[config.mk]
export PLATFORM = sky130hd
export DESIGN_NAME = asq_acq_seq
export DESIGN_NICKNAME = d
export VERILOG_FILES = /design/src/hdl/asq_pkg.sv /design/src/hdl/asq_acq_seq.sv /design/src/hdl/asq_sync.sv
export VERILOG_INCLUDE_DIRS = /design/src /design/src/hdl
export SDC_FILE = /design/constraint.sdc
export NUM_CORES = 1
export LEC_CHECK = 0
export BUFFER_PORTS_ARGS = -buffer_cell sky130_fd_sc_hd__buf_2
export CORE_MARGIN = 3
export CORE_UTILIZATION = 52
export DETAILED_ROUTE_END_ITERATION = 12
export PLACE_DENSITY = 0.83
export REMOVE_ABC_BUFFERS = 1
export SYNTH_ARGS = -nofsm -noshare
export SYNTH_HDL_FRONTEND = slang
export SYNTH_SLANG_ARGS = --single-unit
[constraint.sdc]
create_clock -name aclk -period 2.64 [get_ports aclk]
set_clock_uncertainty 0.05 [all_clocks]
set_input_delay 0.792 -clock aclk [delete_from_list [all_inputs] [get_ports aclk]]
set_output_delay 0.792 -clock aclk [all_outputs]
set_load 0.01 [all_outputs]
[src/hdl/asq_cfg.svh]
`ifndef ASQ_CFG_SVH
`define ASQ_CFG_SVH

// block clock rate
`define ASQ_CLK_MHZ 250
// settling after a sweep-dac write, 1.6 ms
`define ASQ_SETTLE_US 1600
// hold to convert-start delay, 3.6 ms
`define ASQ_S2C_US 3600
// sweep-too-fast window, 3.2 ms
`define ASQ_FAST_US 3200

// register byte offsets
`define ASQ_OFS_SLOT 8'h00
`define ASQ_OFS_PRELOAD 8'h10
`define ASQ_OFS_DAC 8'h14
`define ASQ_OFS_IRQEN 8'h18
`define ASQ_OFS_STATUS 8'h1c
`define ASQ_OFS_MKCLR 8'h20
`define ASQ_OFS_COUNT 8'h24
`define ASQ_OFS_RESULT 8'h40

// irq enable field positions
`define ASQ_IEN_BLANK 0
`define ASQ_IEN_UNBLANK 1
`define ASQ_IEN_MARKER 2
`define ASQ_IEN_RETRACE 3
`define ASQ_IEN_MKCAP 4

// reset values
`define ASQ_RST_PRELOAD 3'h0
`define ASQ_RST_IRQEN 5'h00
`define ASQ_RST_DAC 12'h000
`define ASQ_RST_COUNT 3'h4

// axi responses
`define ASQ_RESP_OKAY 2'h0
`define ASQ_RESP_SLVERR 2'h2

`endif

[src/hdl/asq_pkg.sv]
package asq_pkg;

   typedef struct packed {
      logic awvalid;
      logic [7:0] awaddr;
      logic wvalid;
      logic [31:0] wdata;
      logic [3:0] wstrb;
      logic bready;
   } asq_wreq_t;

   typedef struct packed {
      logic awready;
      logic wready;
      logic bvalid;
      logic [1:0] bresp;
   } asq_wrsp_t;

   typedef struct packed {
      logic arvalid;
      logic [7:0] araddr;
      logic rready;
   } asq_rreq_t;

   typedef struct packed {
      logic arready;
      logic rvalid;
      logic [31:0] rdata;
      logic [1:0] rresp;
   } asq_rrsp_t;

   // comparator and adc pins, all asynchronous
   typedef struct packed {
      logic sample_trigger;
      logic conv_done_n;
      logic marker_comp;
      logic bright_comp;
      logic blank_detect;
      logic retrace_detect;
   } asq_pins_t;

   typedef enum logic [1:0] {
      ASQ_IDLE,
      ASQ_DELAY,
      ASQ_CONVERT,
      ASQ_STORE
   } asq_state_t;

endpackage : asq_pkg

[src/hdl/asq_acq_seq.sv]
// What this block does
// - host writes a 4-bit input select into each of four ordered slots
// - host preloads counter with four minus inputs; third bit preloads all-converted
// - three-bit counter advances per conversion; top bit is all-converted
// - preload 0 gives four conversions, preload 3 gives exactly one
// - low counter bits index slot memory and result registers
// - sample trigger gated off for 1.6 ms after each sweep-dac write
// - rising sample trigger latches hold low
// - convert-start asserted 3.6 ms after hold
// - conversion complete raises result write and stores at the index
// - counter advances; convert-start reissued after another 3.6 ms
// - count of four raises all-converted and the acquisition interrupt
// - sweep-dac write resets settle timer, hold latch and counter
// - too-fast flag set when trigger rises within 3.2 ms of dac write
// - marker rising edge sets marker latch if capture enabled
// - bright marker rising edge sets its latch if capture enabled
// - marker clear strobe clears both marker latches
// - status read returns eight status lines
// - blank, unblank, marker, retrace events OR into status interrupt
// - each event sets the interrupt latch only when its enable is high
// - result read clears the acquisition interrupt latch
// - status read clears the status interrupt latch
// - summary flag ORs states and is stored only at the last index
// - result word is fifteen adc bits plus the summary flag
// - convert-start low starts a conversion; done shown by low
`include "asq_cfg.svh"
`timescale 1ns/100ps
`default_nettype none

module asq_acq_seq
   import asq_pkg::*;
#(
   parameter int SETTLE_CYC = `ASQ_SETTLE_US * `ASQ_CLK_MHZ,
   parameter int S2C_CYC = `ASQ_S2C_US * `ASQ_CLK_MHZ,
   parameter int FAST_CYC = `ASQ_FAST_US * `ASQ_CLK_MHZ
) (
   input wire logic aclk, // block clock
   input wire logic aresetn, // sync reset, low active
   input wire logic ce, // clock enable
   input wire asq_wreq_t wreq, // axi write requests
   output asq_wrsp_t wrsp, // axi write answers
   input wire asq_rreq_t rreq, // axi read requests
   output asq_rrsp_t rrsp, // axi read answers
   input wire asq_pins_t pins_in, // comparator and adc pins
   input wire logic [14:0] adc_data, // adc result bits
   output logic [11:0] sweep_dac_data, // sweep dac value
   output logic sweep_dac_write_n, // dac write strobe
   output logic trigger_inhibit, // holds trigger inactive
   output logic hold_n, // sample/hold command
   output logic convert_n, // adc convert-start
   output logic result_write, // result store strobe
   output logic [3:0] mux_select, // input multiplexer select
   output logic all_converted, // series complete
   output logic acq_irq_n, // acquisition interrupt
   output logic status_irq_n, // status interrupt
   output logic summary_flag_n // summary status flag
);

   localparam logic [19:0] SETTLE_C = 20'(SETTLE_CYC);
   localparam logic [19:0] S2C_C = 20'(S2C_CYC);
   localparam logic [19:0] FAST_C = 20'(FAST_CYC);

   // write channel state
   logic aw_held;
   logic w_held;
   logic [7:0] aw_addr;
   logic [31:0] w_data;
   logic [3:0] w_strb;
   logic bvalid;
   logic [1:0] bresp;
   // read channel state
   logic rvalid;
   logic [31:0] rdata;
   logic [1:0] rresp;
   // software registers
   logic [3:0] slot_mem [4];
   logic [2:0] preload;
   logic [4:0] irq_en;
   // acquisition state
   asq_state_t state;
   logic [2:0] count;
   logic [19:0] elapsed;
   logic [19:0] dly;
   logic too_fast;
   logic [15:0] result_mem [4];
   logic marker_latched;
   logic bright_marker_latched;
   logic acq_irq;
   logic status_irq;
   logic summary_flag;
   asq_pins_t pins_s;
   asq_pins_t pins_q;
   logic trig_gated_q;

   // pin synchroniser
   asq_sync #(
      .W($bits(asq_pins_t))
   ) u_sync (
      .aclk(aclk),
      .aresetn(aresetn),
      .ce(ce),
      .d(pins_in),
      .q(pins_s)
   );

   // write decode
   wire do_write = aw_held && w_held && !bvalid;
   wire lane_lo = w_strb[0];
   wire lane_dac = &w_strb[1:0];
   wire w_slot = aw_addr[7:4] == 4'(`ASQ_OFS_SLOT >> 4);
   wire w_pre = aw_addr[7:2] == 6'(`ASQ_OFS_PRELOAD >> 2);
   wire w_dac = aw_addr[7:2] == 6'(`ASQ_OFS_DAC >> 2);
   wire w_ien = aw_addr[7:2] == 6'(`ASQ_OFS_IRQEN >> 2);
   wire w_mclr = aw_addr[7:2] == 6'(`ASQ_OFS_MKCLR >> 2);
   wire w_ok = w_slot | w_pre | w_dac | w_ien | w_mclr;
   wire dac_wr = do_write && w_dac && lane_dac;
   wire mkr_clr = do_write && w_mclr && lane_lo;
   wire dac_rst = !sweep_dac_write_n;

   // read decode
   wire ar_take = rreq.arvalid && !rvalid;
   wire [7:0] ra = rreq.araddr;
   wire r_stat = ra[7:2] == 6'(`ASQ_OFS_STATUS >> 2);
   wire r_res = ra[7:4] == 4'(`ASQ_OFS_RESULT >> 4);
   wire r_slot = ra[7:4] == 4'(`ASQ_OFS_SLOT >> 4);
   wire r_pre = ra[7:2] == 6'(`ASQ_OFS_PRELOAD >> 2);
   wire r_dac = ra[7:2] == 6'(`ASQ_OFS_DAC >> 2);
   wire r_ien = ra[7:2] == 6'(`ASQ_OFS_IRQEN >> 2);
   wire r_cnt = ra[7:2] == 6'(`ASQ_OFS_COUNT >> 2);
   wire r_mclr = ra[7:2] == 6'(`ASQ_OFS_MKCLR >> 2);
   wire r_ok = r_stat | r_res | r_slot | r_pre | r_dac | r_ien | r_cnt
      | r_mclr;
   wire status_rd = ar_take && r_stat;
   wire result_rd = ar_take && r_res;

   // eight status lines
   wire [7:0] status_word = {summary_flag, too_fast, all_converted,
      bright_marker_latched, marker_latched, pins_s.retrace_detect,
      pins_s.blank_detect, !hold_n};

   // read data selection
   wire [31:0] rd_mux = r_stat ? {24'h000000, status_word} :
      r_res ? {16'h0000, result_mem[ra[3:2]]} :
      r_slot ? {28'h0000000, slot_mem[ra[3:2]]} :
      r_pre ? {29'h00000000, preload} :
      r_dac ? {20'h00000, sweep_dac_data} :
      r_ien ? {27'h0000000, irq_en} :
      r_cnt ? {29'h00000000, count} : 32'h00000000;

   assign wrsp = '{awready: !aw_held, wready: !w_held, bvalid: bvalid,
      bresp: bresp};
   assign rrsp = '{arready: !rvalid, rvalid: rvalid, rdata: rdata,
      rresp: rresp};

   // sequencing terms
   wire [1:0] seq_index = count[1:0];
   wire settled = elapsed >= SETTLE_C;
   wire in_window = elapsed < FAST_C;
   wire trig_gated = pins_s.sample_trigger && settled;
   wire trig_rise = trig_gated && !trig_gated_q;
   wire done_fall = !pins_s.conv_done_n && pins_q.conv_done_n;
   wire [2:0] count_nx = 3'(count + 3'h1);
   wire last_index = seq_index == 2'h3;

   // edge events for markers and interrupts
   wire mkr_rise = pins_s.marker_comp && !pins_q.marker_comp;
   wire bri_rise = pins_s.bright_comp && !pins_q.bright_comp;
   wire blk_rise = pins_s.blank_detect && !pins_q.blank_detect;
   wire blk_fall = !pins_s.blank_detect && pins_q.blank_detect;
   wire rtr_rise = pins_s.retrace_detect && !pins_q.retrace_detect;
   wire mk_cap = irq_en[`ASQ_IEN_MKCAP];
   wire stat_evt = (blk_rise && irq_en[`ASQ_IEN_BLANK])
      | (blk_fall && irq_en[`ASQ_IEN_UNBLANK])
      | (mkr_rise && irq_en[`ASQ_IEN_MARKER])
      | (rtr_rise && irq_en[`ASQ_IEN_RETRACE]);
   wire acq_set = (state == ASQ_STORE) && count_nx[2];

   assign all_converted = count[2];
   assign trigger_inhibit = !settled;
   assign acq_irq_n = !acq_irq;
   assign status_irq_n = !status_irq;

   // axi write channels and register writes
   always_ff @(posedge aclk)
   begin
      if (!aresetn)
      begin
         aw_held <= 1'b0;
         w_held <= 1'b0;
         aw_addr <= 8'h00;
         w_data <= 32'h00000000;
         w_strb <= 4'h0;
         bvalid <= 1'b0;
         bresp <= `ASQ_RESP_OKAY;
         preload <= `ASQ_RST_PRELOAD;
         irq_en <= `ASQ_RST_IRQEN;
         sweep_dac_data <= `ASQ_RST_DAC;
         sweep_dac_write_n <= 1'b1;
      end
      else if (ce)
      begin
         if (wreq.awvalid && !aw_held)
         begin
            aw_held <= 1'b1;
            aw_addr <= wreq.awaddr;
         end
         if (wreq.wvalid && !w_held)
         begin
            w_held <= 1'b1;
            w_data <= wreq.wdata;
            w_strb <= wreq.wstrb;
         end
         if (do_write)
         begin
            aw_held <= 1'b0;
            w_held <= 1'b0;
            bvalid <= 1'b1;
            bresp <= w_ok ? `ASQ_RESP_OKAY : `ASQ_RESP_SLVERR;
         end
         else if (bvalid && wreq.bready)
            bvalid <= 1'b0;
         if (do_write && w_pre && lane_lo)
            preload <= w_data[2:0];
         if (do_write && w_ien && lane_lo)
            irq_en <= w_data[4:0];
         if (dac_wr)
            sweep_dac_data <= w_data[11:0];
         sweep_dac_write_n <= !dac_wr;
      end
   end

   // channel order memory, one flop row per slot
   always_ff @(posedge aclk)
   begin
      if (!aresetn)
         slot_mem <= '{default: 4'h0};
      else if (ce && do_write && w_slot && lane_lo)
         slot_mem[aw_addr[3:2]] <= w_data[3:0];
   end

   // axi read channels
   always_ff @(posedge aclk)
   begin
      if (!aresetn)
      begin
         rvalid <= 1'b0;
         rdata <= 32'h00000000;
         rresp <= `ASQ_RESP_OKAY;
      end
      else if (ce)
      begin
         if (ar_take)
         begin
            rvalid <= 1'b1;
            rdata <= rd_mux;
            rresp <= r_ok ? `ASQ_RESP_OKAY : `ASQ_RESP_SLVERR;
         end
         else if (rvalid && rreq.rready)
            rvalid <= 1'b0;
      end
   end

   // settle and too-fast timer since the last dac write
   always_ff @(posedge aclk)
   begin
      if (!aresetn)
         elapsed <= 20'h00000;
      else if (ce)
      begin
         if (dac_rst)
            elapsed <= 20'h00000;
         else if (elapsed < FAST_C)
            elapsed <= 20'(elapsed + 20'h00001);
      end
   end

   // pin history for edge detection
   always_ff @(posedge aclk)
   begin
      if (!aresetn)
      begin
         pins_q <= '0;
         trig_gated_q <= 1'b0;
         mux_select <= 4'h0;
      end
      else if (ce)
      begin
         pins_q <= pins_s;
         trig_gated_q <= trig_gated;
         mux_select <= slot_mem[seq_index];
      end
   end

   // acquisition sequencer
   always_ff @(posedge aclk)
   begin
      if (!aresetn)
      begin
         state <= ASQ_IDLE;
         count <= `ASQ_RST_COUNT;
         dly <= 20'h00000;
         hold_n <= 1'b1;
         convert_n <= 1'b1;
         result_write <= 1'b0;
         too_fast <= 1'b0;
      end
      else if (ce)
      begin
         if (dac_rst)
         begin
            state <= ASQ_IDLE;
            count <= preload;
            hold_n <= 1'b1;
            convert_n <= 1'b1;
            result_write <= 1'b0;
            too_fast <= 1'b0;
         end
         else
         begin
            case (state)
               ASQ_IDLE:
               begin
                  if (trig_rise && !count[2])
                  begin
                     hold_n <= 1'b0;
                     too_fast <= in_window;
                     dly <= 20'h00000;
                     state <= ASQ_DELAY;
                  end
               end
               ASQ_DELAY:
               begin
                  dly <= 20'(dly + 20'h00001);
                  if (dly >= 20'(S2C_C - 20'h00001))
                  begin
                     convert_n <= 1'b0;
                     state <= ASQ_CONVERT;
                  end
               end
               ASQ_CONVERT:
               begin
                  if (done_fall)
                  begin
                     convert_n <= 1'b1;
                     result_write <= 1'b1;
                     state <= ASQ_STORE;
                  end
               end
               ASQ_STORE:
               begin
                  result_write <= 1'b0;
                  count <= count_nx;
                  dly <= 20'h00000;
                  state <= count_nx[2] ? ASQ_IDLE : ASQ_DELAY;
               end
               default:
                  state <= ASQ_IDLE;
            endcase
         end
      end
   end

   // result registers, written at the current index
   always_ff @(posedge aclk)
   begin
      if (!aresetn)
         result_mem <= '{default: 16'h0000};
      else if (ce && state == ASQ_CONVERT && done_fall && !dac_rst)
         result_mem[seq_index] <=
            {summary_flag && last_index, adc_data};
   end

   // marker latches, set wins over clear
   always_ff @(posedge aclk)
   begin
      if (!aresetn)
      begin
         marker_latched <= 1'b0;
         bright_marker_latched <= 1'b0;
      end
      else if (ce)
      begin
         marker_latched <= (mkr_rise && mk_cap)
            || (marker_latched && !mkr_clr);
         bright_marker_latched <= (bri_rise && mk_cap)
            || (bright_marker_latched && !mkr_clr);
      end
   end

   // interrupt latches and summary flag, set wins over clear
   always_ff @(posedge aclk)
   begin
      if (!aresetn)
      begin
         acq_irq <= 1'b0;
         status_irq <= 1'b0;
         summary_flag <= 1'b0;
         summary_flag_n <= 1'b1;
      end
      else if (ce)
      begin
         acq_irq <= acq_set || (acq_irq && !result_rd);
         status_irq <= stat_evt || (status_irq && !status_rd);
         summary_flag <= marker_latched || pins_s.blank_detect
            || pins_s.retrace_detect || too_fast;
         summary_flag_n <= !(summary_flag && last_index);
      end
   end

endmodule : asq_acq_seq

`default_nettype wire

[src/hdl/asq_sync.sv]
`timescale 1ns/100ps
`default_nettype none

module asq_sync #(
   parameter int W = 6
) (
   input wire logic aclk, // block clock
   input wire logic aresetn, // sync reset, low active
   input wire logic ce, // clock enable
   input wire logic [W-1:0] d, // asynchronous inputs
   output logic [W-1:0] q // filtered, synchronous
);

   genvar i;
   // three shift flops and an output flop per bit, accept once second and third agree
   generate
      for (i = 0; i < W; i++)
      begin : g_bit
         logic s1;
         logic s2;
         logic s3;
         always_ff @(posedge aclk)
         begin
            if (!aresetn)
            begin
               s1 <= 1'b0;
               s2 <= 1'b0;
               s3 <= 1'b0;
               q[i] <= 1'b0;
            end
            else if (ce)
            begin
               s1 <= d[i];
               s2 <= s1;
               s3 <= s2;
               if (s2 == s3)
                  q[i] <= s3;
            end
         end
      end
   endgenerate

endmodule : asq_sync

`default_nettype wire

# Word level (Yosys, flattened, before mapping)
# Index checks and enable logic that the tools add are counted.
# totals
register_bits	252
input_bits	81
out_inout_bits	66
elab_cells	289
# op_classes
add_sub_neg	3
n_lt_le_gt_ge	8
n_eq_ne	31
n_mux	56
bitwise	17
n_reduce_logical	107
# ops
operator	n
16-bit two-way mux	5
64-bit bitwise mux	1
20-bit two-way mux	3
20-bit one-hot mux with 3 select lines	1
1-bit logical AND	46
6-bit by 3-bit equality test with 1-bit output (second input constant)	7
20-bit by 1-bit adder with 20-bit output (second input constant)	2
2-bit AND reduction	20
12-bit two-way mux	3
16-bit binary-select mux with 2-bit select	1
16-bit demux with 2-bit select	1
1-bit logical NOT	21
20-bit by 19-bit >= comparator with 1-bit output (second input constant)	1
20-bit >= comparator (second input constant)	1
20-bit < comparator (second input constant)	1
4-bit two-way mux	5
1-bit two-way mux	19
6-bit by 4-bit equality test with 1-bit output (second input constant)	3
4-bit binary-select mux with 2-bit select	2
16-bit bitwise mux	1
1-bit OR	14
2-bit two-way mux	6
4-bit AND reduction	3
3-bit >= comparator (second input constant)	3
22 further kinds	52

# Logic depth before layout (Yosys ltp)
# Gate-level depths: netlist (run 1).
# depth
word_depth	9
ltp_mapped	10

# Modules after synthesis
# From an unflattened synthesis (run 1), not the netlist that was laid out.
# unflattened
hier_cells	1244
hier_area_um2	10719.0
# by_module_without_submodules
mod	instances	cells_per_inst	area_per_inst_um2
asq_acq_seq	1	1148	9773.1
asq_sync	1	96	945.9

# Least setup slack after synthesis (run 1)
# OpenSTA, ideal clock, no wires.
# synth_timing
path_type	input-to-reg
start	input port rreq[4] (netlist name)
end	register rdata[0]
setup_time_ns	0.115
t_arrival_ns	2.513
t_required_ns	2.475
path_slack_ns	-0.038
path_stages	6
n_path_buf	2
cell_sequence	clkbuf_1 > buf_2 > mux4_2 > a22oi_1 > a21oi_1 > o21a_1
# synth_between
elab_chain_len	8
# synth_lines
item	line	rtl
from (decl)	asq_acq_seq.sv:42	input wire asq_rreq_t rreq,
6-bit by 4-bit equality test with 1-bit output	asq_acq_seq.sv:129	wire r_cnt = ra[7:2] == 6'(`ASQ_OFS_COUNT >> 2);
3-bit two-way mux	asq_acq_seq.sv:148	r_cnt ? {29'h00000000, count} : 32'h00000000;
5-bit two-way mux	asq_acq_seq.sv:147	r_ien ? {27'h0000000, irq_en} :
12-bit two-way mux	asq_acq_seq.sv:146	r_dac ? {20'h00000, sweep_dac_data} :
12-bit two-way mux	asq_acq_seq.sv:145	r_pre ? {29'h00000000, preload} :
12-bit two-way mux	asq_acq_seq.sv:144	r_slot ? {28'h0000000, slot_mem[ra[3:2]]} :
16-bit two-way mux	asq_acq_seq.sv:143	r_res ? {16'h0000, result_mem[ra[3:2]]} :
16-bit two-way mux *	asq_acq_seq.sv:142	wire [31:0] rd_mux = r_stat ? {24'h000000, status_word} :
to (signal assigned)	asq_acq_seq.sv:255	rdata <= rd_mux;
to (decl)	asq_acq_seq.sv:73	logic [31:0] rdata;
# Mark *: on every way between the ends. The rest lies on a longest branch, timed or not. The select of a mux whose other input is x is not followed.
# A chain may end at the register's enable or synchronous reset.

# Worst setup path after layout (run 1)
# layout_timing
start	register elapsed[16]
end	output port trigger_inhibit
# layout_between
elab_chain_len	2
# layout_lines
item	line	rtl
from (decl)	asq_acq_seq.sv:82	logic [19:0] elapsed;
from (signal assigned)	asq_acq_seq.sv:273	elapsed <= 20'(elapsed + 20'h00001);
20-bit by 19-bit >= comparator with 1-bit output	asq_acq_seq.sv:157	wire settled = elapsed >= SETTLE_C;
1-bit logical NOT	asq_acq_seq.sv:179	assign trigger_inhibit = !settled;
to (decl)	asq_acq_seq.sv:48	output logic trigger_inhibit,
# No other way between the ends.

==> qor.txt, run 1 <==
GP Congestion: 0.8568
Hold Fails Final Rpt: 0
status: finished, final reports clean
CP required: 1.80 ns
Pins Over Slew Limit: 0
CTS tree: done
Die Wd: 148.1 um
reg2reg start: state[0]$_SDFFE_PN0P_
die area: 21930 um2
critical path capture point type: output port
number of global-route vias before repair: 8833
drt first-iter violations: 846
DRC: 0
count of cell types in the netlist: 66
H-tree Lvls: 1
pre-CTS WS: -0.001287 ns
worst hold slack: 0.4032 ns
post-DR vias/cell: 5.893
share of cells above drive strength 1: 0.1829
CTS clk-pin slew, worst paths: 0.06 ns
Tot Pwr: 0.007565 W
Tmin final: 2.606 ns
Worst-Margin Slew: 0.6831 ns
die height: 148.1 um
top cell type's share of synthesized area: 0.4424
Num CTS Buffers: 24
drt first pass iters: 6
Syn Area/Cell: 9.090 um2
Clock Path Buffers: 3
Antenna Violating Nets Remaining: 0
Achievable Freq: 383.8 MHz
arrival time worst endpoint: 1.76 ns
Pleak: 5.312 nW
# IOs: 147
dpl hpwl: 18000 um
fillers: 1563
Startpoint Class: register
CTS Hold Bufs: 0
CP startpoint: elapsed[16]$_SDFFE_PN0P_
critical path class: register to output port
flops & latches, synth: 232
CP max FO: 7
Max VDD drop: 0.5501 mV
worst reg-to-reg setup slack: 0.17 ns
# nets final: 1360
Initial Util: 0.5342
Ys Warns: 0
Sink Count: 232
Core ar.: 19650 um2
initial antenna violation count: 1
critical path capture point: trigger_inhibit
Max-slew headroom: 0.5429
Hold Path Class: register to register
Setup Total Neg Slack: 0 ns
Total GRT Usage: 0.2404
R2R Path End: dly[17]$_SDFFE_PN0P_
largest area contributor in the netlist: dfxtp_1
Skew-Pair Late Insertion Delay: 0.54 ns
final WL: 26940 um
area of the mapped netlist: 10500 um2
post-synthesis sequential area ratio: 0.4424
Cell Pwr Density: 609.4 nW/um2
Area contributors post-synth: dfxtp_1 (44%), mux2i_1 (11%), nor2_1 (5.6%), mux4_2 (5.1%), a21oi_1 (4.6%)
period utilization: 0.9870
via count: 9140
MaxCap Viol Count: 0
I/O Buffers: 102
global route overflow: 0
Async SR Flop Fraction: 0
Setup-failing EPs final: 0
Layout area overhead: 18.25%
worst reg2reg path depth: 6
post-synthesis cell count: 1155
final setup margin: 0.03437 ns
row cnt: 51
WL/cell: 17.37 um
most used flip-flop cell after synthesis: dfxtp_1
Post-synth EDFFs: 0
first-pass GRT wire length: 44130 um
root buf cell: clkbuf_16
maximum number of pins on one net before global-route repair: 89
[report_power, final]
part,internal [W],switching (W)
registers,0.00355,0.0000445
clock network,0.00211,0.00145
logic,0.000162,0.000255
[final cells by class]
| type | instances | area [um2] | share of cell area |
|---|---|---|---|
| inverter | 28 | 110.1 | 0.008869 |
| tap | 265 | 331.6 | 0.02671 |
| multi-input combinational | 822 | 5425 | 0.4370 |
| antenna | 1 | 2.502 | 0.0002016 |
| timing repair buffer | 159 | 1051 | 0.08466 |
| clock buffer | 34 | 718.2 | 0.05785 |
| sequential | 232 | 4644 | 0.3741 |
| clock inverter | 10 | 131.4 | 0.01058 |
[worst min path at each step]
stage | startpoint | end | slack [ns] | cells after the start
after floorplan | bright_marker_latched$_SDFFE_PN0P_ | bright_marker_latched$_SDFFE_PN0P_ | 0.38 | 2
after global placement | bright_marker_latched$_SDFFE_PN0P_ | bright_marker_latched$_SDFFE_PN0P_ | 0.39 | 2
after detailed placement | rdata[9]$_SDFFE_PN0P_ | rdata[9]$_SDFFE_PN0P_ | 0.39 | 2
after CTS | w_strb[0]$_SDFFE_PN0P_ | w_strb[0]$_SDFFE_PN0P_ | 0.40 | 2
after global routing | wreq[16] | w_data[11]$_SDFFE_PN0P_ | 0.43 | 3
final | w_strb[0]$_SDFFE_PN0P_ | w_strb[0]$_SDFFE_PN0P_ | 0.40 | 2
[state kept, by name (all words and copies together) (netlist names), 12 cells and up]
| register | flops |
|---|---|
| w_data | 12 |
| dly | 20 |
| rdata | 16 |
| result_mem | 64 |
| sweep_dac_data | 12 |
| slot_mem | 16 |
| elapsed | 20 |
[routing by layer]
layer  GRT usage  wire (um)  vias to the layer above
li1            -          -                     4338
met1      0.3145      11220                     4404
met2      0.4051      13010                      335
met3     0.04601       2015                       61
met4     0.07575        677                        2
met5           0         13                        -
[cell usage in the layout, fill, tap and decap left out, types with 6 or more instances in the layout]
master	synthesis	layout
mux2i_1	119	119
clkbuf_8	0	8
nand3_1	36	36
or4_1	17	17
nor3_1	10	10
nand2_1	107	107
clkbuf_16	0	24
buf_4	21	48
and3_1	6	6
or3_1	14	14
o31ai_1	15	15
o32ai_1	6	6
o21ai_0	33	33
a211oi_1	6	6
o211ai_1	7	7
mux4_2	24	24
dfxtp_1	232	232
nand4_1	14	14
buf_12	0	9
buf_2	5	102
conb_1	1	18
a21oi_1	97	97
inv_1	27	27
a31oi_1	6	6
a22oi_1	14	14
ha_1	12	12
nor2_1	156	156
a21o_1	11	11
nor2b_1	11	10
[repair_timing]
item                       CTS  global route
gates resized for setup      1             3
setup buffers                0             1
hold endpoints to repair     0             0
gates cloned                 0             0
pin swaps                    0             1
setup endpoints to repair    1             1
[Yosys cell counts (7+ instances only)]
cell      number
mux2i_1      119
nor3_1        10
ha_1          12
nor2b_1       11
mux4_2        24
or3_1         14
inv_1         27
buf_4         21
or4_1         17
nand2_1      107
o31ai_1       15
o211ai_1       7
a21oi_1       97
nand4_1       14
clkbuf_1      58
nor2_1       156
nor4_1         7
a22oi_1       14
o21ai_0       33
nand3_1       36
a21o_1        11
dfxtp_1      232
[cells by family after synthesis]
family	share of synthesized area
other	0.0003572
xor gates and xnor gates	0.004172
AOI/OAI and AO/OA	0.1412
DFF	0.4424
muxes	0.1660
buffers and inverters	0.05029
and+or+nand+nor	0.1813
adders and majority gates	0.01430
[worst max-delay path: stages (launching register included)]
cell and delay (ns):
dfxtp_1 0.38, nor4_4 0.34, nor2b_4 0.20, a21o_1 0.17
buf_2 0.15
[metrics by stage]
stage,cell area (um2),util,std cells
global placement,11530,0.5868,1505
CTS,12390,0.6303,1549
global route,12410,0.6315,1550
detailed placement,11530,0.5868,1505
finish,12410,0.6317,1551
floorplan,10140,-,1082
Note: power is estimated with default switching activity, not from simulation.
==> run 2, diff against run 1 <==
--- a/config.mk
+++ b/config.mk
@@ -6,9 +6,11 @@
 export SDC_FILE = /design/constraint.sdc
 export NUM_CORES = 1
 export LEC_CHECK = 0
+export ABC_AREA = 1
 export BUFFER_PORTS_ARGS = -buffer_cell sky130_fd_sc_hd__buf_2
 export CORE_MARGIN = 3
 export CORE_UTILIZATION = 52
+export CTS_CLUSTER_DIAMETER = 80
 export DETAILED_ROUTE_END_ITERATION = 12
 export PLACE_DENSITY = 0.83
 export REMOVE_ABC_BUFFERS = 1
==> run 2 against run 1 <==
  * Synthesized cell count rose by 33%
  * Synthesized area rose by 2.9%
  * First-iteration DRC count fell by 22%
  * Sequential cell count did not move
  * Critical path type unchanged
  * Critical endpoint unchanged
==> qor.txt, run 2 <==
WL/cell: 14.87 um (was 17.37 um)
H-tree Lvls: 1 (unchanged)
arrival time worst endpoint: 1.63 ns (was 1.76 ns)
Area contributors post-synth: dfxtp_1 (43%), nor2_1 (9.6%), nand2_1 (9.2%), o21ai_0 (7.2%), a21oi_1 (6.3%) (was dfxtp_1 (44%), mux2i_1 (11%), nor2_1 (5.6%), mux4_2 (5.1%), a21oi_1 (4.6%))
CTS clk-pin slew, worst paths: 0.06 ns (about the same)
largest area contributor in the netlist: dfxtp_1 (unchanged)
Ys Warns: 0 (unchanged)
ordered list of cells on the worst path: inv_2 > nor2_1 > nand3_1 > nand2_1 > nand2_1 > nand2_2 > inv_1 > buf_2 (was nor4_4 > nor2b_4 > a21o_1 > buf_2)
worst hold slack: 0.3948 ns (was 0.4032 ns)
Levels on crit path: 8 (was 4)
power share of the sequential group: 0.463 (was 0.475)
Net Sw Frac: 0.2332 (was 0.2313)
period utilization: 0.9356 (was 0.9870)
Layout area overhead: 15.42% (was 18.25%)
# IOs: 147 (unchanged)
clock power share: 0.474 (was 0.470)
top cell type's share of synthesized area: 0.4300 (was 0.4424)
RSZ-0062 raised after global routing: false
MaxCap Viol Count: 0 (unchanged)
initial antenna violation count: 1 (unchanged)
CTS tree: done (unchanged)
global route overflow: 0 (unchanged)
Pleak: 4.846 nW (was 5.312 nW)
Die Wd: 150.1 um (was 148.1 um)
Syn Area/Cell: 7.023 um2 (was 9.090 um2)
combinational share of power: 0.063 (was 0.055)
max reg flops: 64 (unchanged)
Num CTS Buffers: 24 (unchanged)
number of global-route vias before repair: 9585 (was 8833)
Async SR Flop Fraction: 0 (unchanged)
CTS Hold Bufs: 0 (unchanged)
CP most frequent cell: nand2_1
Core ar.: 20300 um2 (was 19650 um2)
I/O Buffers: 102 (unchanged)
top flop regs: result_mem x64, dly x20, elapsed x20 (unchanged)
worst reg-to-reg setup slack: 0.75 ns (was 0.17 ns)
die height: 150.1 um (was 148.1 um)
first-pass GRT wire length: 46330 um (was 44130 um)
Total GRT Usage: 0.2473 (was 0.2404)
critical path class: register to output port (unchanged)
status: finished, final reports clean (unchanged)
Cell Pwr Density: 625.0 nW/um2 (was 609.4 nW/um2)
leading cell types by count after synthesis: nor2_1 (275), nand2_1 (265), dfxtp_1 (232) (was dfxtp_1 (232), nor2_1 (156), mux2i_1 (119))
GP Congestion: 0.9308 (was 0.8568)
# nets final: 1727 (was 1360)
Tmin final: 2.470 ns (was 2.606 ns)
Hold Path Class: register to register (unchanged)
top cell family by delay on the critical path: simple AND/OR/NAND/NOR gates (unchanged)
pre-CTS WS: 0.1642 ns (was -0.001287 ns)
die area: 22540 um2 (was 21930 um2)
Post-synth EDFFs: 0 (unchanged)
Setup Total Neg Slack: 0 ns (unchanged)
Top reg by flops: result_mem (unchanged)
share of cells above drive strength 1: 0.1295 (was 0.1829)
via count: 10490 (was 9140)
switching pwr: 0.001817 W (was 0.001749 W)
Sink Count: 232 (unchanged)
dpl hpwl: 20140 um (was 18000 um)
CP required: 1.80 ns (about the same)
Placed Area: 11590 um2 (was 11530 um2)
Max-slew headroom: 0.6456 (was 0.5429)
Pint: 0.005974 W (was 0.005815 W)
post-synthesis cell count: 1538 (was 1155)
design area: 12470 um2 (was 12410 um2)
Worst-Margin Slew: 0.5283 ns (was 0.6831 ns)
Achievable Freq: 404.9 MHz (was 383.8 MHz)
flops & latches, synth: 232 (unchanged)
area of the mapped netlist: 10800 um2 (was 10500 um2)
row cnt: 52 (was 51)
Pins Over Slew Limit: 0 (unchanged)
slowest stage delay, CP: 0.42 ns (was 0.38 ns)
most common cell in the netlist: nor2_1 (was dfxtp_1)
Hold Fails Final Rpt: 0 (unchanged)
fillers: 1808 (was 1563)
CP Buf/Inv Count: 3 (was 1)
leading cell type in the layout, fill and taps excluded: nor2_1 (was dfxtp_1)
Max VDD drop: 0.5004 mV (was 0.5501 mV)
post-synthesis sequential area ratio: 0.4300 (was 0.4424)
PostCTS Resize Cnt: 0 (was 1)
drt first pass iters: 5 (was 6)
Critical-path top delay cell: dfxtp_1 (unchanged)
critical path capture point type: output port (unchanged)
DRC: 0 (unchanged)
drt first-iter violations: 663 (was 846)
Min-Delay Path Depth: 2 (unchanged)
diodes inserted: 0 (was 1)
Setup-failing EPs final: 0 (unchanged)
post-DR vias/cell: 5.458 (was 5.893)
most used flip-flop cell after synthesis: dfxtp_1 (unchanged)
final setup margin: 0.1700 ns (was 0.03437 ns)
maximum number of pins on one net before global-route repair: 72 (was 89)
Clock Path Buffers: 3 (unchanged)
Skew-Pair Late Insertion Delay: 0.52 ns (was 0.54 ns)
CP max FO: 6 (was 7)
final WL: 28570 um (was 26940 um)
Antenna Violating Nets Remaining: 0 (unchanged)
commonest cells after routing, fill and taps aside: nor2_1 (275), nand2_1 (265), dfxtp_1 (231) (was dfxtp_1 (232), nor2_1 (156), mux2i_1 (119))
Setup Fix Bufs, Post-CTS: 0 (unchanged)
Startpoint Class: register (unchanged)
Initial Util: 0.5321 (was 0.5342)
fin util: 0.6142 (was 0.6317)
root buf cell: clkbuf_16 (unchanged)
worst reg2reg path depth: 6 (unchanged)
count of cell types in the netlist: 43 (was 66)
## run 2: worst register-to-register path, delay by kind of cell (launching register included)
family                     cells  cell delay (ns)
DFF                            1             0.34
buffers and inverters          2             0.60
adders and majority gates      1             0.28
AOI/OAI and AO/OA              1             0.13
and+or+nand+nor                2             0.42
## run 2: per-layer routing
layer / routed length [um] / vias to the layer above / global-route usage / share of wire
li1: - / 5241 / - / -
met1: 12310 / 4808 / 0.3299 / 0.43
met2: 13380 / 372 / 0.4138 / 0.47
met3: 2080 / 67 / 0.03522 / 0.073
met4: 797 / 2 / 0.08234 / 0.028
met5: 7 / - / 0 / 0.00025
## run 2: cells by family after synthesis
group	Yosys count	synth area share
fa+ha+maj	12	0.01390
other cells	1	0.0003472
compound gates	375	0.1921
flops	232	0.4300
simple gates	674	0.2614
buf+inv	228	0.08931
xor+xnor	16	0.01297
## run 2: final timing paths
path | start | end
max | elapsed[11]$_SDFFE_PN0P_ | trigger_inhibit
min | result_mem[9]$_SDFFE_PN0P_ | result_mem[9]$_SDFFE_PN0P_
max reg2reg | state[1]$_SDFFE_PN0P_ | dly[2]$_SDFFE_PN0P_
min reg2reg | result_mem[9]$_SDFFE_PN0P_ | result_mem[9]$_SDFFE_PN0P_
## run 2: cell type report
type / instances / area, um2 / share of cell area
repair buffers: 137 / 813.3 / 0.06523
clock buffers: 31 / 698.2 / 0.05600
clock inverters: 13 / 175.2 / 0.01405
flip-flops and latches: 232 / 4646 / 0.3726
multi-input cells: 1095 / 5256 / 0.4216
inverters: 144 / 540.5 / 0.04336
well taps: 270 / 337.8 / 0.02710
## run 2: per-stage QoR
stage	total power, W	instances
2_1_floorplan	0.003939	1471
3_3_place_gp	0.004152	1878
3_5_place_dp	0.004165	1878
4_1_cts	0.007815	1922
5_1_grt	0.008048	1922
6_report	0.007792	1922
## run 2: power by group through the flow
stage | clock (W) | combinational, W | sequential (W)
final | 0.00369 | 0.000488 | 0.00361
after global routing | 0.00389 | 0.000547 | 0.00362
after CTS | 0.00372 | 0.000483 | 0.00361
after detailed placement | 0 | 0.000479 | 0.00369
after global placement | 0 | 0.000468 | 0.00368
after floorplan | 0 | 0.000260 | 0.00368
